[config.mk]
export PLATFORM = sky130hd
export DESIGN_NAME = csc_ctrl
export DESIGN_NICKNAME = d
export VERILOG_FILES = /design/src/verilog/csc_pkg.sv /design/src/verilog/csc_ctrl.sv
export SDC_FILE = /design/constraint.sdc
export NUM_CORES = 1
export LEC_CHECK = 0
export ABC_AREA = 1
export BUFFER_PORTS_ARGS = -buffer_cell sky130_fd_sc_hd__buf_4
export CORE_MARGIN = 2
export CORE_UTILIZATION = 29
export CTS_CLUSTER_SIZE = 8
export DETAILED_ROUTE_END_ITERATION = 10
export PLACE_DENSITY_LB_ADDON = 0.1
export SETUP_SLACK_MARGIN = 0.1
export SLEW_MARGIN = 20
export SYNTH_ARGS = -nofsm -noshare
export SYNTH_HDL_FRONTEND = slang
export SYNTH_SLANG_ARGS = --single-unit
[constraint.sdc]
create_clock -name clk -period 1.5 [get_ports clk]
set_clock_uncertainty 0.1 [all_clocks]
set_input_delay 0.3 -clock clk [delete_from_list [all_inputs] [get_ports clk]]
set_output_delay 0.3 -clock clk [all_outputs]
set_load 0.02 [all_outputs]
[src/verilog/csc_pkg.sv]
// constants, field layout and types of the clock synthesizer control block
// Overview of operation
// - bits 21-19 set system clock post-divisor; changing it never disturbs the PLL
// - a new post-divider takes effect at the next core clock falling edge
// - external clock mode ignores divider, detect enable, reset and interrupt enables
// - bit 18 enables clock loss detection; lock loss detection is unaffected
// - bit 17 set resets the system on lock loss; clear ignores it
// - lock loss reset enable set while unlocked resets at once in PLL modes
// - bit 16 resets on clock loss; ignored while detection is disabled
// - clock loss reset enable set during a present clock loss resets at once
// - bit 15 set disables the clock output pin and holds it low
// - bit 14 requests lock loss interrupt; set while unlocked requests at once
// - bit 13 requests clock loss interrupt when enabled and flag set
// - bit 12 selects modulation rate; writing a changed value starts calibration
// - bits 11-10 set modulation depth; nonzero enables frequency modulation
// - bits 9-0 hold expected difference; writing them enables frequency modulation
// - system frequency is reference times 2(multiplier+2) over 2^post-divider
package csc_pkg;

   localparam logic [31:0] CSC_CTRL_OFFSET   = 32'h0000_0000;
   localparam logic [31:0] CSC_STATUS_OFFSET = 32'h0000_0004;

   // control field positions
   localparam int CSC_DIV_LSB   = 19;
   localparam int CSC_DET_BIT   = 18;
   localparam int CSC_LLRE_BIT  = 17;
   localparam int CSC_CLRE_BIT  = 16;
   localparam int CSC_DIS_BIT   = 15;
   localparam int CSC_LLIRQ_BIT = 14;
   localparam int CSC_CLIRQ_BIT = 13;
   localparam int CSC_RATE_BIT  = 12;
   localparam int CSC_DEPTH_LSB = 10;
   localparam int CSC_EXP_LSB   = 0;

   // status field positions
   localparam int CSC_ST_DIV_LSB  = 0;
   localparam int CSC_ST_FM_BIT   = 3;
   localparam int CSC_ST_MODE_BIT = 4;
   localparam int CSC_ST_FLAG_BIT = 5;
   localparam int CSC_ST_LOSS_BIT = 6;
   localparam int CSC_ST_LOCK_BIT = 7;

   localparam logic [1:0] CSC_RESP_OKAY   = 2'h0;
   localparam logic [1:0] CSC_RESP_SLVERR = 2'h2;

   localparam logic [2:0] CSC_DIV_RESET   = 3'h0;
   localparam logic [1:0] CSC_DEPTH_NONE  = 2'h0;

   typedef struct packed {
      logic [9:0] reserved_hi;
      logic [2:0] post_divider_code;
      logic       clock_loss_detect_en;
      logic       lock_loss_reset_en;
      logic       clock_loss_reset_en;
      logic       clock_output_disable;
      logic       lock_loss_irq_en;
      logic       clock_loss_irq_en;
      logic       fm_rate;
      logic [1:0] fm_depth;
      logic [9:0] expected_difference;
   } csc_ctrl_t;

   localparam csc_ctrl_t CSC_CTRL_RESET = 32'h0000_0000;

endpackage

[src/verilog/csc_ctrl.sv]
// clock synthesizer control register with axi4-lite slave and loss handling
//
// Added by the designer: the register addresses and the AXI4-Lite register port.
`timescale 1ns/1ns
module csc_ctrl #(
   parameter int ADDR_W = 8
) (
   input  wire logic              clk,
   input  wire logic              resetn,
   // axi4-lite slave
   input  wire logic [ADDR_W-1:0] s_axi_awaddr,
   input  wire logic              s_axi_awvalid,
   output logic                   s_axi_awready,
   input  wire logic [31:0]       s_axi_wdata,
   input  wire logic [3:0]        s_axi_wstrb,
   input  wire logic              s_axi_wvalid,
   output logic                   s_axi_wready,
   output logic [1:0]             s_axi_bresp,
   output logic                   s_axi_bvalid,
   input  wire logic              s_axi_bready,
   input  wire logic [ADDR_W-1:0] s_axi_araddr,
   input  wire logic              s_axi_arvalid,
   output logic                   s_axi_arready,
   output logic [31:0]            s_axi_rdata,
   output logic [1:0]             s_axi_rresp,
   output logic                   s_axi_rvalid,
   input  wire logic              s_axi_rready,
   // clock module side
   input  wire logic              pll_lock,
   input  wire logic              clock_loss_status,
   input  wire logic              clock_loss_flag,
   input  wire logic              pll_clock_mode,
   input  wire logic              stop_pll_off,
   input  wire logic              core_clk_fall,
   input  wire logic [2:0]        multiplier_code,
   output logic [2:0]             post_divider_code,
   output logic [4:0]             sys_freq_mult,
   output logic                   clock_loss_detect_en,
   output logic                   lock_loss_reset_req,
   output logic                   clock_loss_reset_req,
   output logic                   lock_loss_irq_req,
   output logic                   clock_loss_irq_req,
   output logic                   clock_output_disable,
   output logic                   fm_rate,
   output logic [1:0]             fm_depth,
   output logic [9:0]             expected_difference,
   output logic                   fm_enable,
   output logic                   fm_cal_start
);
   import csc_pkg::*;

   // byte-lane merge of a write into a stored word
   function automatic logic [31:0] merge_bytes(input logic [31:0] old_w,
                                               input logic [31:0] new_w,
                                               input logic [3:0]  strb);
      logic [31:0] res;
      res = old_w;
      for (int i = 0; i < 4; i++) begin
         if (strb[i]) begin
            res[i*8 +: 8] = new_w[i*8 +: 8];
         end
      end
      return res;
   endfunction

   // feedback multiplication 2*(m+2)
   function automatic logic [4:0] fb_mult(input logic [2:0] m);
      return {1'b0, m, 1'b0} + 5'h04;
   endfunction

   function automatic logic addr_is(input logic [ADDR_W-1:0] a,
                                    input logic [31:0]       off);
      return a == off[ADDR_W-1:0];
   endfunction

   csc_ctrl_t   ctrl;
   logic [2:0]  div_active;
   logic        lock_s1;
   logic        lock_s2;
   logic        lock_s3;
   logic        lock_q;

   // write channel holding registers
   logic              aw_held;
   logic [ADDR_W-1:0] aw_addr;
   logic              w_held;
   logic [31:0]       w_data;
   logic [3:0]        w_strb;

   // lock comes from the analog loop, so it is filtered across three stages
   // a lock glitch shorter than two cycles never reaches the loss logic
   always_ff @(posedge clk or negedge resetn) begin
      if (!resetn) begin
         lock_s1 <= 1'b0;
         lock_s2 <= 1'b0;
         lock_s3 <= 1'b0;
         lock_q  <= 1'b0;
      end else begin
         lock_s1 <= pll_lock;
         lock_s2 <= lock_s1;
         lock_s3 <= lock_s2;
         if (lock_s2 == lock_s3) begin
            lock_q <= lock_s3;
         end
      end
   end

   // ---------------- write path ----------------
   wire       aw_take   = s_axi_awvalid && s_axi_awready;
   wire       w_take    = s_axi_wvalid && s_axi_wready;
   wire       have_aw   = aw_held || aw_take;
   wire       have_w    = w_held || w_take;
   wire       wr_fire   = have_aw && have_w && !s_axi_bvalid;
   wire [ADDR_W-1:0] wr_addr = aw_held ? aw_addr : s_axi_awaddr;
   wire [31:0] wr_data  = w_held ? w_data : s_axi_wdata;
   wire [3:0]  wr_strb  = w_held ? w_strb : s_axi_wstrb;

   wire       wr_ctrl   = wr_fire && addr_is(wr_addr, CSC_CTRL_OFFSET);
   wire       wr_status = wr_fire && addr_is(wr_addr, CSC_STATUS_OFFSET);
   wire       wr_ok     = wr_ctrl || wr_status;

   wire csc_ctrl_t next_ctrl_raw = merge_bytes(ctrl, wr_data, wr_strb);
   csc_ctrl_t next_ctrl;
   assign next_ctrl = {10'h000, next_ctrl_raw[21:0]};

   // either lane of the expected difference counts as a write of that field
   wire       exp_written  = wr_ctrl && (wr_strb[0] || wr_strb[1]);
   wire       rate_changed = wr_ctrl && (next_ctrl.fm_rate != ctrl.fm_rate);
   // reserved depth code still counts as nonzero and turns modulation on
   wire       depth_on     = next_ctrl.fm_depth != CSC_DEPTH_NONE;

   always_ff @(posedge clk or negedge resetn) begin
      if (!resetn) begin
         aw_held <= 1'b0;
         aw_addr <= '0;
      end else if (wr_fire) begin
         aw_held <= 1'b0;
      end else if (aw_take) begin
         aw_held <= 1'b1;
         aw_addr <= s_axi_awaddr;
      end
   end

   always_ff @(posedge clk or negedge resetn) begin
      if (!resetn) begin
         w_held <= 1'b0;
         w_data <= 32'h0000_0000;
         w_strb <= 4'h0;
      end else if (wr_fire) begin
         w_held <= 1'b0;
      end else if (w_take) begin
         w_held <= 1'b1;
         w_data <= s_axi_wdata;
         w_strb <= s_axi_wstrb;
      end
   end

   // ready drops once an item is held, so each channel stalls until the response
   always_ff @(posedge clk or negedge resetn) begin
      if (!resetn) begin
         s_axi_awready <= 1'b0;
         s_axi_wready  <= 1'b0;
      end else begin
         s_axi_awready <= !have_aw && !wr_fire && !(s_axi_bvalid && !s_axi_bready);
         s_axi_wready  <= !have_w && !wr_fire && !(s_axi_bvalid && !s_axi_bready);
      end
   end

   always_ff @(posedge clk or negedge resetn) begin
      if (!resetn) begin
         s_axi_bvalid <= 1'b0;
         s_axi_bresp  <= CSC_RESP_OKAY;
      end else if (wr_fire) begin
         s_axi_bvalid <= 1'b1;
         s_axi_bresp  <= wr_ok ? CSC_RESP_OKAY : CSC_RESP_SLVERR;
      end else if (s_axi_bready) begin
         s_axi_bvalid <= 1'b0;
      end
   end

   // ---------------- control register ----------------
   // status word is read-only; a write there is accepted and dropped
   always_ff @(posedge clk or negedge resetn) begin
      if (!resetn) begin
         ctrl <= CSC_CTRL_RESET;
      end else if (wr_ctrl) begin
         ctrl <= next_ctrl;
      end
   end

   // modulation enable follows depth, and any expected-difference write forces it on
   always_ff @(posedge clk or negedge resetn) begin
      if (!resetn) begin
         fm_enable    <= 1'b0;
         fm_cal_start <= 1'b0;
      end else begin
         if (wr_ctrl) begin
            fm_enable <= depth_on || exp_written;
         end
         fm_cal_start <= rate_changed;
      end
   end

   // divider swap waits for the core clock falling edge; the loop is untouched
   always_ff @(posedge clk or negedge resetn) begin
      if (!resetn) begin
         div_active <= CSC_DIV_RESET;
      end else if (core_clk_fall) begin
         div_active <= ctrl.post_divider_code;
      end
   end

   // ---------------- loss handling ----------------
   wire pll_on      = pll_clock_mode;
   wire det_on      = pll_on && ctrl.clock_loss_detect_en;
   // stop with the loop off looks like a lost clock to the detector
   wire clk_lost    = clock_loss_status || stop_pll_off;
   wire lock_lost   = !lock_q;

   wire next_ll_rst = pll_on && ctrl.lock_loss_reset_en && lock_lost;
   wire next_cl_rst = det_on && ctrl.clock_loss_reset_en && clk_lost;
   wire next_ll_irq = pll_on && ctrl.lock_loss_irq_en && lock_lost;
   wire next_cl_irq = det_on && ctrl.clock_loss_irq_en && clock_loss_flag;
   // external mode reports divide-by-one; the stored code waits for pll mode
   wire [2:0] next_div = pll_on ? div_active : CSC_DIV_RESET;

   always_ff @(posedge clk or negedge resetn) begin
      if (!resetn) begin
         lock_loss_reset_req  <= 1'b0;
         clock_loss_reset_req <= 1'b0;
         lock_loss_irq_req    <= 1'b0;
         clock_loss_irq_req   <= 1'b0;
         clock_loss_detect_en <= 1'b0;
         post_divider_code    <= CSC_DIV_RESET;
         sys_freq_mult        <= 5'h04;
      end else begin
         lock_loss_reset_req  <= next_ll_rst;
         clock_loss_reset_req <= next_cl_rst;
         lock_loss_irq_req    <= next_ll_irq;
         clock_loss_irq_req   <= next_cl_irq;
         clock_loss_detect_en <= det_on;
         post_divider_code    <= next_div;
         sys_freq_mult        <= fb_mult(multiplier_code);
      end
   end

   // field outputs registered once more so every output leaves a flip-flop
   always_ff @(posedge clk or negedge resetn) begin
      if (!resetn) begin
         clock_output_disable <= 1'b0;
         fm_rate              <= 1'b0;
         fm_depth             <= CSC_DEPTH_NONE;
         expected_difference  <= 10'h000;
      end else begin
         clock_output_disable <= ctrl.clock_output_disable;
         fm_rate              <= ctrl.fm_rate;
         fm_depth             <= ctrl.fm_depth;
         expected_difference  <= ctrl.expected_difference;
      end
   end

   // ---------------- read path ----------------
   // one read in flight; arready stays low until the data is taken
   wire rd_take = s_axi_arvalid && s_axi_arready;
   wire rd_ctrl = addr_is(s_axi_araddr, CSC_CTRL_OFFSET);
   wire rd_stat = addr_is(s_axi_araddr, CSC_STATUS_OFFSET);

   logic [31:0] status_word;
   always_comb begin
      status_word = 32'h0000_0000;
      status_word[CSC_ST_DIV_LSB +: 3] = div_active;
      status_word[CSC_ST_FM_BIT]       = fm_enable;
      status_word[CSC_ST_MODE_BIT]     = pll_on;
      status_word[CSC_ST_FLAG_BIT]     = clock_loss_flag;
      status_word[CSC_ST_LOSS_BIT]     = clock_loss_status;
      status_word[CSC_ST_LOCK_BIT]     = lock_q;
   end

   wire [31:0] rd_word = rd_ctrl ? ctrl : (rd_stat ? status_word : 32'h0000_0000);
   wire [1:0]  rd_resp = (rd_ctrl || rd_stat) ? CSC_RESP_OKAY : CSC_RESP_SLVERR;

   always_ff @(posedge clk or negedge resetn) begin
      if (!resetn) begin
         s_axi_arready <= 1'b0;
      end else begin
         s_axi_arready <= !rd_take && !(s_axi_rvalid && !s_axi_rready);
      end
   end

   always_ff @(posedge clk or negedge resetn) begin
      if (!resetn) begin
         s_axi_rvalid <= 1'b0;
         s_axi_rdata  <= 32'h0000_0000;
         s_axi_rresp  <= CSC_RESP_OKAY;
      end else if (rd_take) begin
         s_axi_rvalid <= 1'b1;
         s_axi_rdata  <= rd_word;
         s_axi_rresp  <= rd_resp;
      end else if (s_axi_rready) begin
         s_axi_rvalid <= 1'b0;
      end
   end

endmodule

Word-level counts from Yosys, hierarchy flattened:

Index checks and enable logic that the tools add are counted.

* latch bits: 0
* bits in writable memories: 0
* ROM bits: 0
* register bits after elaboration: 134
* logic and storage cells: 119
* input bits: 68
* memories: 0
* output and inout port bits: 70

* $lt $le $gt $ge: 0
* multiplexer cells: 17
* bitwise logic cells: 1
* reductions and logical operators: 54
* $add $sub $neg: 1
* shift-type cells: 0
* divide/modulo/power cells: 0
* multiply operators: 0
* equal/unequal tests: 4

Operators by type and width (count)
* $mux 22: 2
* $logic_and 1x1->1: 25
* $eq 8x3->1 const B: 2
* $logic_not 8->1: 2
* $mux 8: 2
* $logic_not 1->1: 10
* $reduce_and 2->1: 5
* $reduce_bool 2->1: 5
* $mux 1: 8
* $logic_or 1x1->1: 7
* $mux 3: 2
* $add 4x3->5 const B: 1
* $mux 5: 1
* $mux 2: 2
* $eq 1x1->1: 1
* $ne 1x1->1: 1
* $not 1->1: 1

Logic depth before layout (Yosys ltp):

* word-level depth: 7
* gate-level depth with buffers: 9
* gate-level depth less buffers: 9

Worst setup path after synthesis:

No wires, ideal clock.

* kind: register to register
* from: reg s_axi_wready
* to: reg w_data[10]
* period minus slack after synthesis: 1469 ps
* path buffers: 1
* arrival time: 1239 ps
* path slack: 31 ps
* required time: 1270 ps
* cell stages (with the launch flop): 7
* setup time: 130 ps
* cell sequence: dfrtp_1 nand2_1 nand2_1 nand3_4 nand3_2 clkbuf_1 o21ai_0

* cells in the longest elaborated chain, start to end: 6

Ends and longest elaborated chain
* from (decl): line csc_ctrl.sv:17 `output logic s_axi_wready,`
* from (signal assigned): line csc_ctrl.sv:165 `s_axi_wready <= !have_w && !wr_fire && !(s_axi_bvalid && !s_axi_bready);`
* $logic_and 1x1->1 (*): line csc_ctrl.sv:110 `wire w_take = s_axi_wvalid && s_axi_wready;`
* $logic_or 1x1->1: line csc_ctrl.sv:112 `wire have_w = w_held || w_take;`
* $logic_and 1x1->1 (2 in a row): line csc_ctrl.sv:113 `wire wr_fire = have_aw && have_w && !s_axi_bvalid;`
* $not 1->1 (no source line)
* $reduce_and 2->1 (no source line) (*)
* to (signal assigned): line csc_ctrl.sv:153 `w_data <= s_axi_wdata;`
* to (decl): line csc_ctrl.sv:87 `logic [31:0] w_data;`

Every way passes the cells marked *; elsewhere a longest branch is shown, timed or not.
A chain may end at the register's enable or synchronous reset.

Worst setup path after layout:

* from: reg aw_held
* to: reg ctrl[20] (netlist name)

* cells in the longest elaborated chain, start to end: 5
* elaborated cells on any way between the ends: 7
* those cells by class: mux: 1; reduce/logical: 6

Ends and longest elaborated chain
* from (decl): line csc_ctrl.sv:84 `logic aw_held;`
* from (signal assigned): line csc_ctrl.sv:134 `aw_held <= 1'b0;`
* from (signal assigned): line csc_ctrl.sv:137 `aw_held <= 1'b0;`
* from (signal assigned): line csc_ctrl.sv:139 `aw_held <= 1'b1;`
* parallel branches: the longest is 3 deep, another holds $mux 8
* $logic_and 1x1->1 (*): line csc_ctrl.sv:118 `wire wr_ctrl = wr_fire && addr_is(wr_addr, CSC_CTRL_OFFSET);`
* $reduce_and 2->1 (no source line) (*)
* to (signal assigned): line csc_ctrl.sv:187 `ctrl <= next_ctrl;`
* to (decl): line csc_ctrl.sv:76 `csc_ctrl_t ctrl;`

Every way passes the cells marked *.

==> metrics.txt <==
failing checks negative setup slack; Antenna Cells 0; Final setup viols 23; routed wl met3 485 um; Yosys reg bits 121; XOR/XNOR share of the synthesized area 0.001735; clock buffer depth 2; Fin Setup TNS -1.809 ns; r2r worst-path depth 9; final WL 12840 um; Synth Area in Simple Gates 0.2263; Logic pwr share 0.302; via count 4097; ordered cell list for the critical path inv_2, nor2_1, nand2_1, nand2_2, nand2_4, nor2_8, buf_6, nand4_1, nand2_1; adder-cell share of the synthesized area 0.004462; WL met1 6049 um; final worst path period need 1.631 ns; highest routed layer met4; crit-path max FO 9; initial antenna violation count 0; max-cap violations 0; synthesized area 0.005047 mm^2; Clk pin slew, worst setup/hold paths 0.06 ns; Req. time, crit path 1.75 ns; Synth Area in Compound Gates 0.07462; sequential share of power 0.366; worst vdd ir 0.0008540 V; first-pass GRT wire length 20440 um; Pint 8258 uW; YS warnings 0; Cells after Synth 555; R2R Setup Slk -0.13 ns; Highest Clock Rate 613.3 MHz; mux cell area share after synthesis 0.006693; Final Hold Fails 0; # rows 48; initial DRC count 147; post-route ant nets 0; clk root buf clkbuf_16; RSZ-0062 raised after global routing true; die width 135.9 um; Final Max Slew Viols 0; clock share of power 0.332; gpl congestion 0.7532; routed len/inst 13.47 um; DP Wirelength 9095 um; Post-Syn Area per Cell 9.094 um^2; nature of the critical path endpoint register; share of layout cells above drive strength 1 0.3159; main combinational cell family by area after synthesis simple AND/OR/NAND/NOR gates; H-tree levels 4; CP max stage cell dfrtp_1; Static Leakage 0.003839 uW; total CTS buffers 17; Setup crit start aw_held$_DFFE_PN0P_; CTS tree built; crit path DAT 1.88 ns; Worst Hold Depth 3; post-route cell area 0.007266 mm^2; Residual DRC 0; final worst-path setup slack -0.1306 ns; min-delay src clock_loss_flag; hold slack final 0.04599 ns; Sw Share 0.3217; area leader, netlist dfrtp_1; worst min path class input port to register; top-area cell type share of the netlist area 0.5949; Global Route Usage Sum 0.1444; Net Sw Power 3917 uW; Starting Density 0.2939; Startpoint Class register; routed wl met2 6127 um; DRT Pass-1 Iters 5; IO Count 138; CTS sink cnt 121; Final Net Count 785; Die Height 135.9 um; routed vias/inst 4.299; final period utilization 1.087; pwr/cell area 1676 mW/mm^2; worst r2r src aw_held$_DFFE_PN0P_; core area 0.01718 mm^2; ranking of synthesized cells by area dfrtp_1 59%, nand2_1 13%, o21ai_0 5.9%; outcome finished, violations left; library cells used by synthesis 30; PortBufs 113; Die ar. 0.01848 mm^2; largest net degree at the start of global routing 51; Setup CP Type register to register; crit-path max cell delay 0.40 ns; worst skew pair latency 0.41 ns; area growth from synthesis to layout 43.95%; vias in the first global route 4073; Post-Place Cell Area 0.006357 mm^2; CP dominant cell by count nand2_1; gr ovfl total 0; Seq/Total Area, Yosys 0.6001
[per-layer routing]
metal	up-vias	track usage
li1	2079	-
met1	1923	0.1850
met5	-	0
met3	11	0.03766
met4	0	0.06076
met2	84	0.2318
[cells by family (layout without fill, tap and decap cells)]
group / count (synthesis) / count (layout)
other: 1 / 13
AND/OR/NAND/NOR: 260 / 262
multiplexers: 3 / 3
flip-flops: 121 / 121
buffers and inverters: 94 / 253
XOR/XNOR: 1 / 1
adder cells (fa/ha/maj): 2 / 2
AO/OA/AOI/OAI: 73 / 73
[flip-flops by register name, indices dropped and copies added, names as in the netlist, 2 cells and up]
register and count:
s_axi_rdata 22, w_data 22, expected_difference 10, w_strb 3, div_active 3, aw_addr 8
ctrl 22, sys_freq_mult 4, fm_depth 2, post_divider_code 3
[synth_stat cells (all sizes together)]
master and count:
mux2 3, xnor2 1, dfstp 1, o21ai 60, maj3 1, nor2 26, buf 28, nand4 22
dfrtp 120, inv 59, conb 1, clkbuf 6, nand3 36, ha 1, a21oi 4, or2 1
a31oi 9, nand2 175, clkinv 1
[worst paths after layout]
kind | to
hold / removal | clock_loss_irq_req$_DFF_PN0_
setup / recovery | ctrl[20]$_DFFE_PN0P_
setup reg to reg | ctrl[20]$_DFFE_PN0P_
max in group asynchronous | w_data[17]$_DFFE_PN0P_
min in group asynchronous | fm_cal_start$_DFF_PN0_
hold reg to reg | lock_s2$_DFF_PN0_
[cell type report]
class	instances	area, um^2
timing repair buffer	162	1376
tap	225	281.5
multi-input combinational	354	1764
inverter	60	225.2
fill	1754	9911
clock buffer	21	460.4
clock inverter	10	125.1
sequential	121	3033
[cell usage in the layout, fill, tap and decap left out, types with 7 or more instances in the layout]
master | Yosys | final
a31oi_1 | 9 | 9
buf_12 | 0 | 8
buf_4 | 13 | 136
buf_6 | 2 | 12
clkbuf_16 | 0 | 17
clkinv_2 | 0 | 7
conb_1 | 1 | 13
dfrtp_1 | 120 | 117
inv_1 | 57 | 56
nand2_1 | 172 | 152
nand2_2 | 3 | 22
nand3_1 | 31 | 29
nand4_1 | 22 | 22
nor2_1 | 24 | 23
o21ai_0 | 59 | 44
o21ai_1 | 1 | 16
[through the flow]
step / worst slack, ns / std cells / total power [uW] / utilization
finish: -0.1306 / 953 / 12170 / 0.4230
global route: -0.2088 / 953 / 12970 / 0.4230
CTS: -0.07476 / 949 / 12240 / 0.4186
detailed placement: -0.09427 / 905 / 7721 / 0.3701
global placement: -0.06452 / 905 / 7646 / 0.3701
floorplan: 0.1222 / 567 / 6314 / -
[worst max-delay path: cells and delay by family (launching register included)]
family | cells | cell delay, ns
buffers and inverters | 2 | 0.26
and+or+nand+nor | 7 | 0.81
DFF | 1 | 0.40
[timing repair]
item,CTS,global route
pin swaps,17,9
endpoints found under the hold margin,125,0
cloned,1,1
buffers inserted,6,3
endpoints found under the setup margin,62,66
hold buffers,6,0
resized for setup,44,13
[power by group through the flow]
stage,Clock [uW],Combinational [uW],Sequential [uW]
2_1_floorplan,0,1690,4620
3_3_place_gp,0,3180,4470
3_5_place_dp,0,3230,4490
4_1_cts,4170,3610,4460
5_1_grt,4320,4100,4550
6_report,4050,3670,4460
Power figures use the tool's default switching activity.
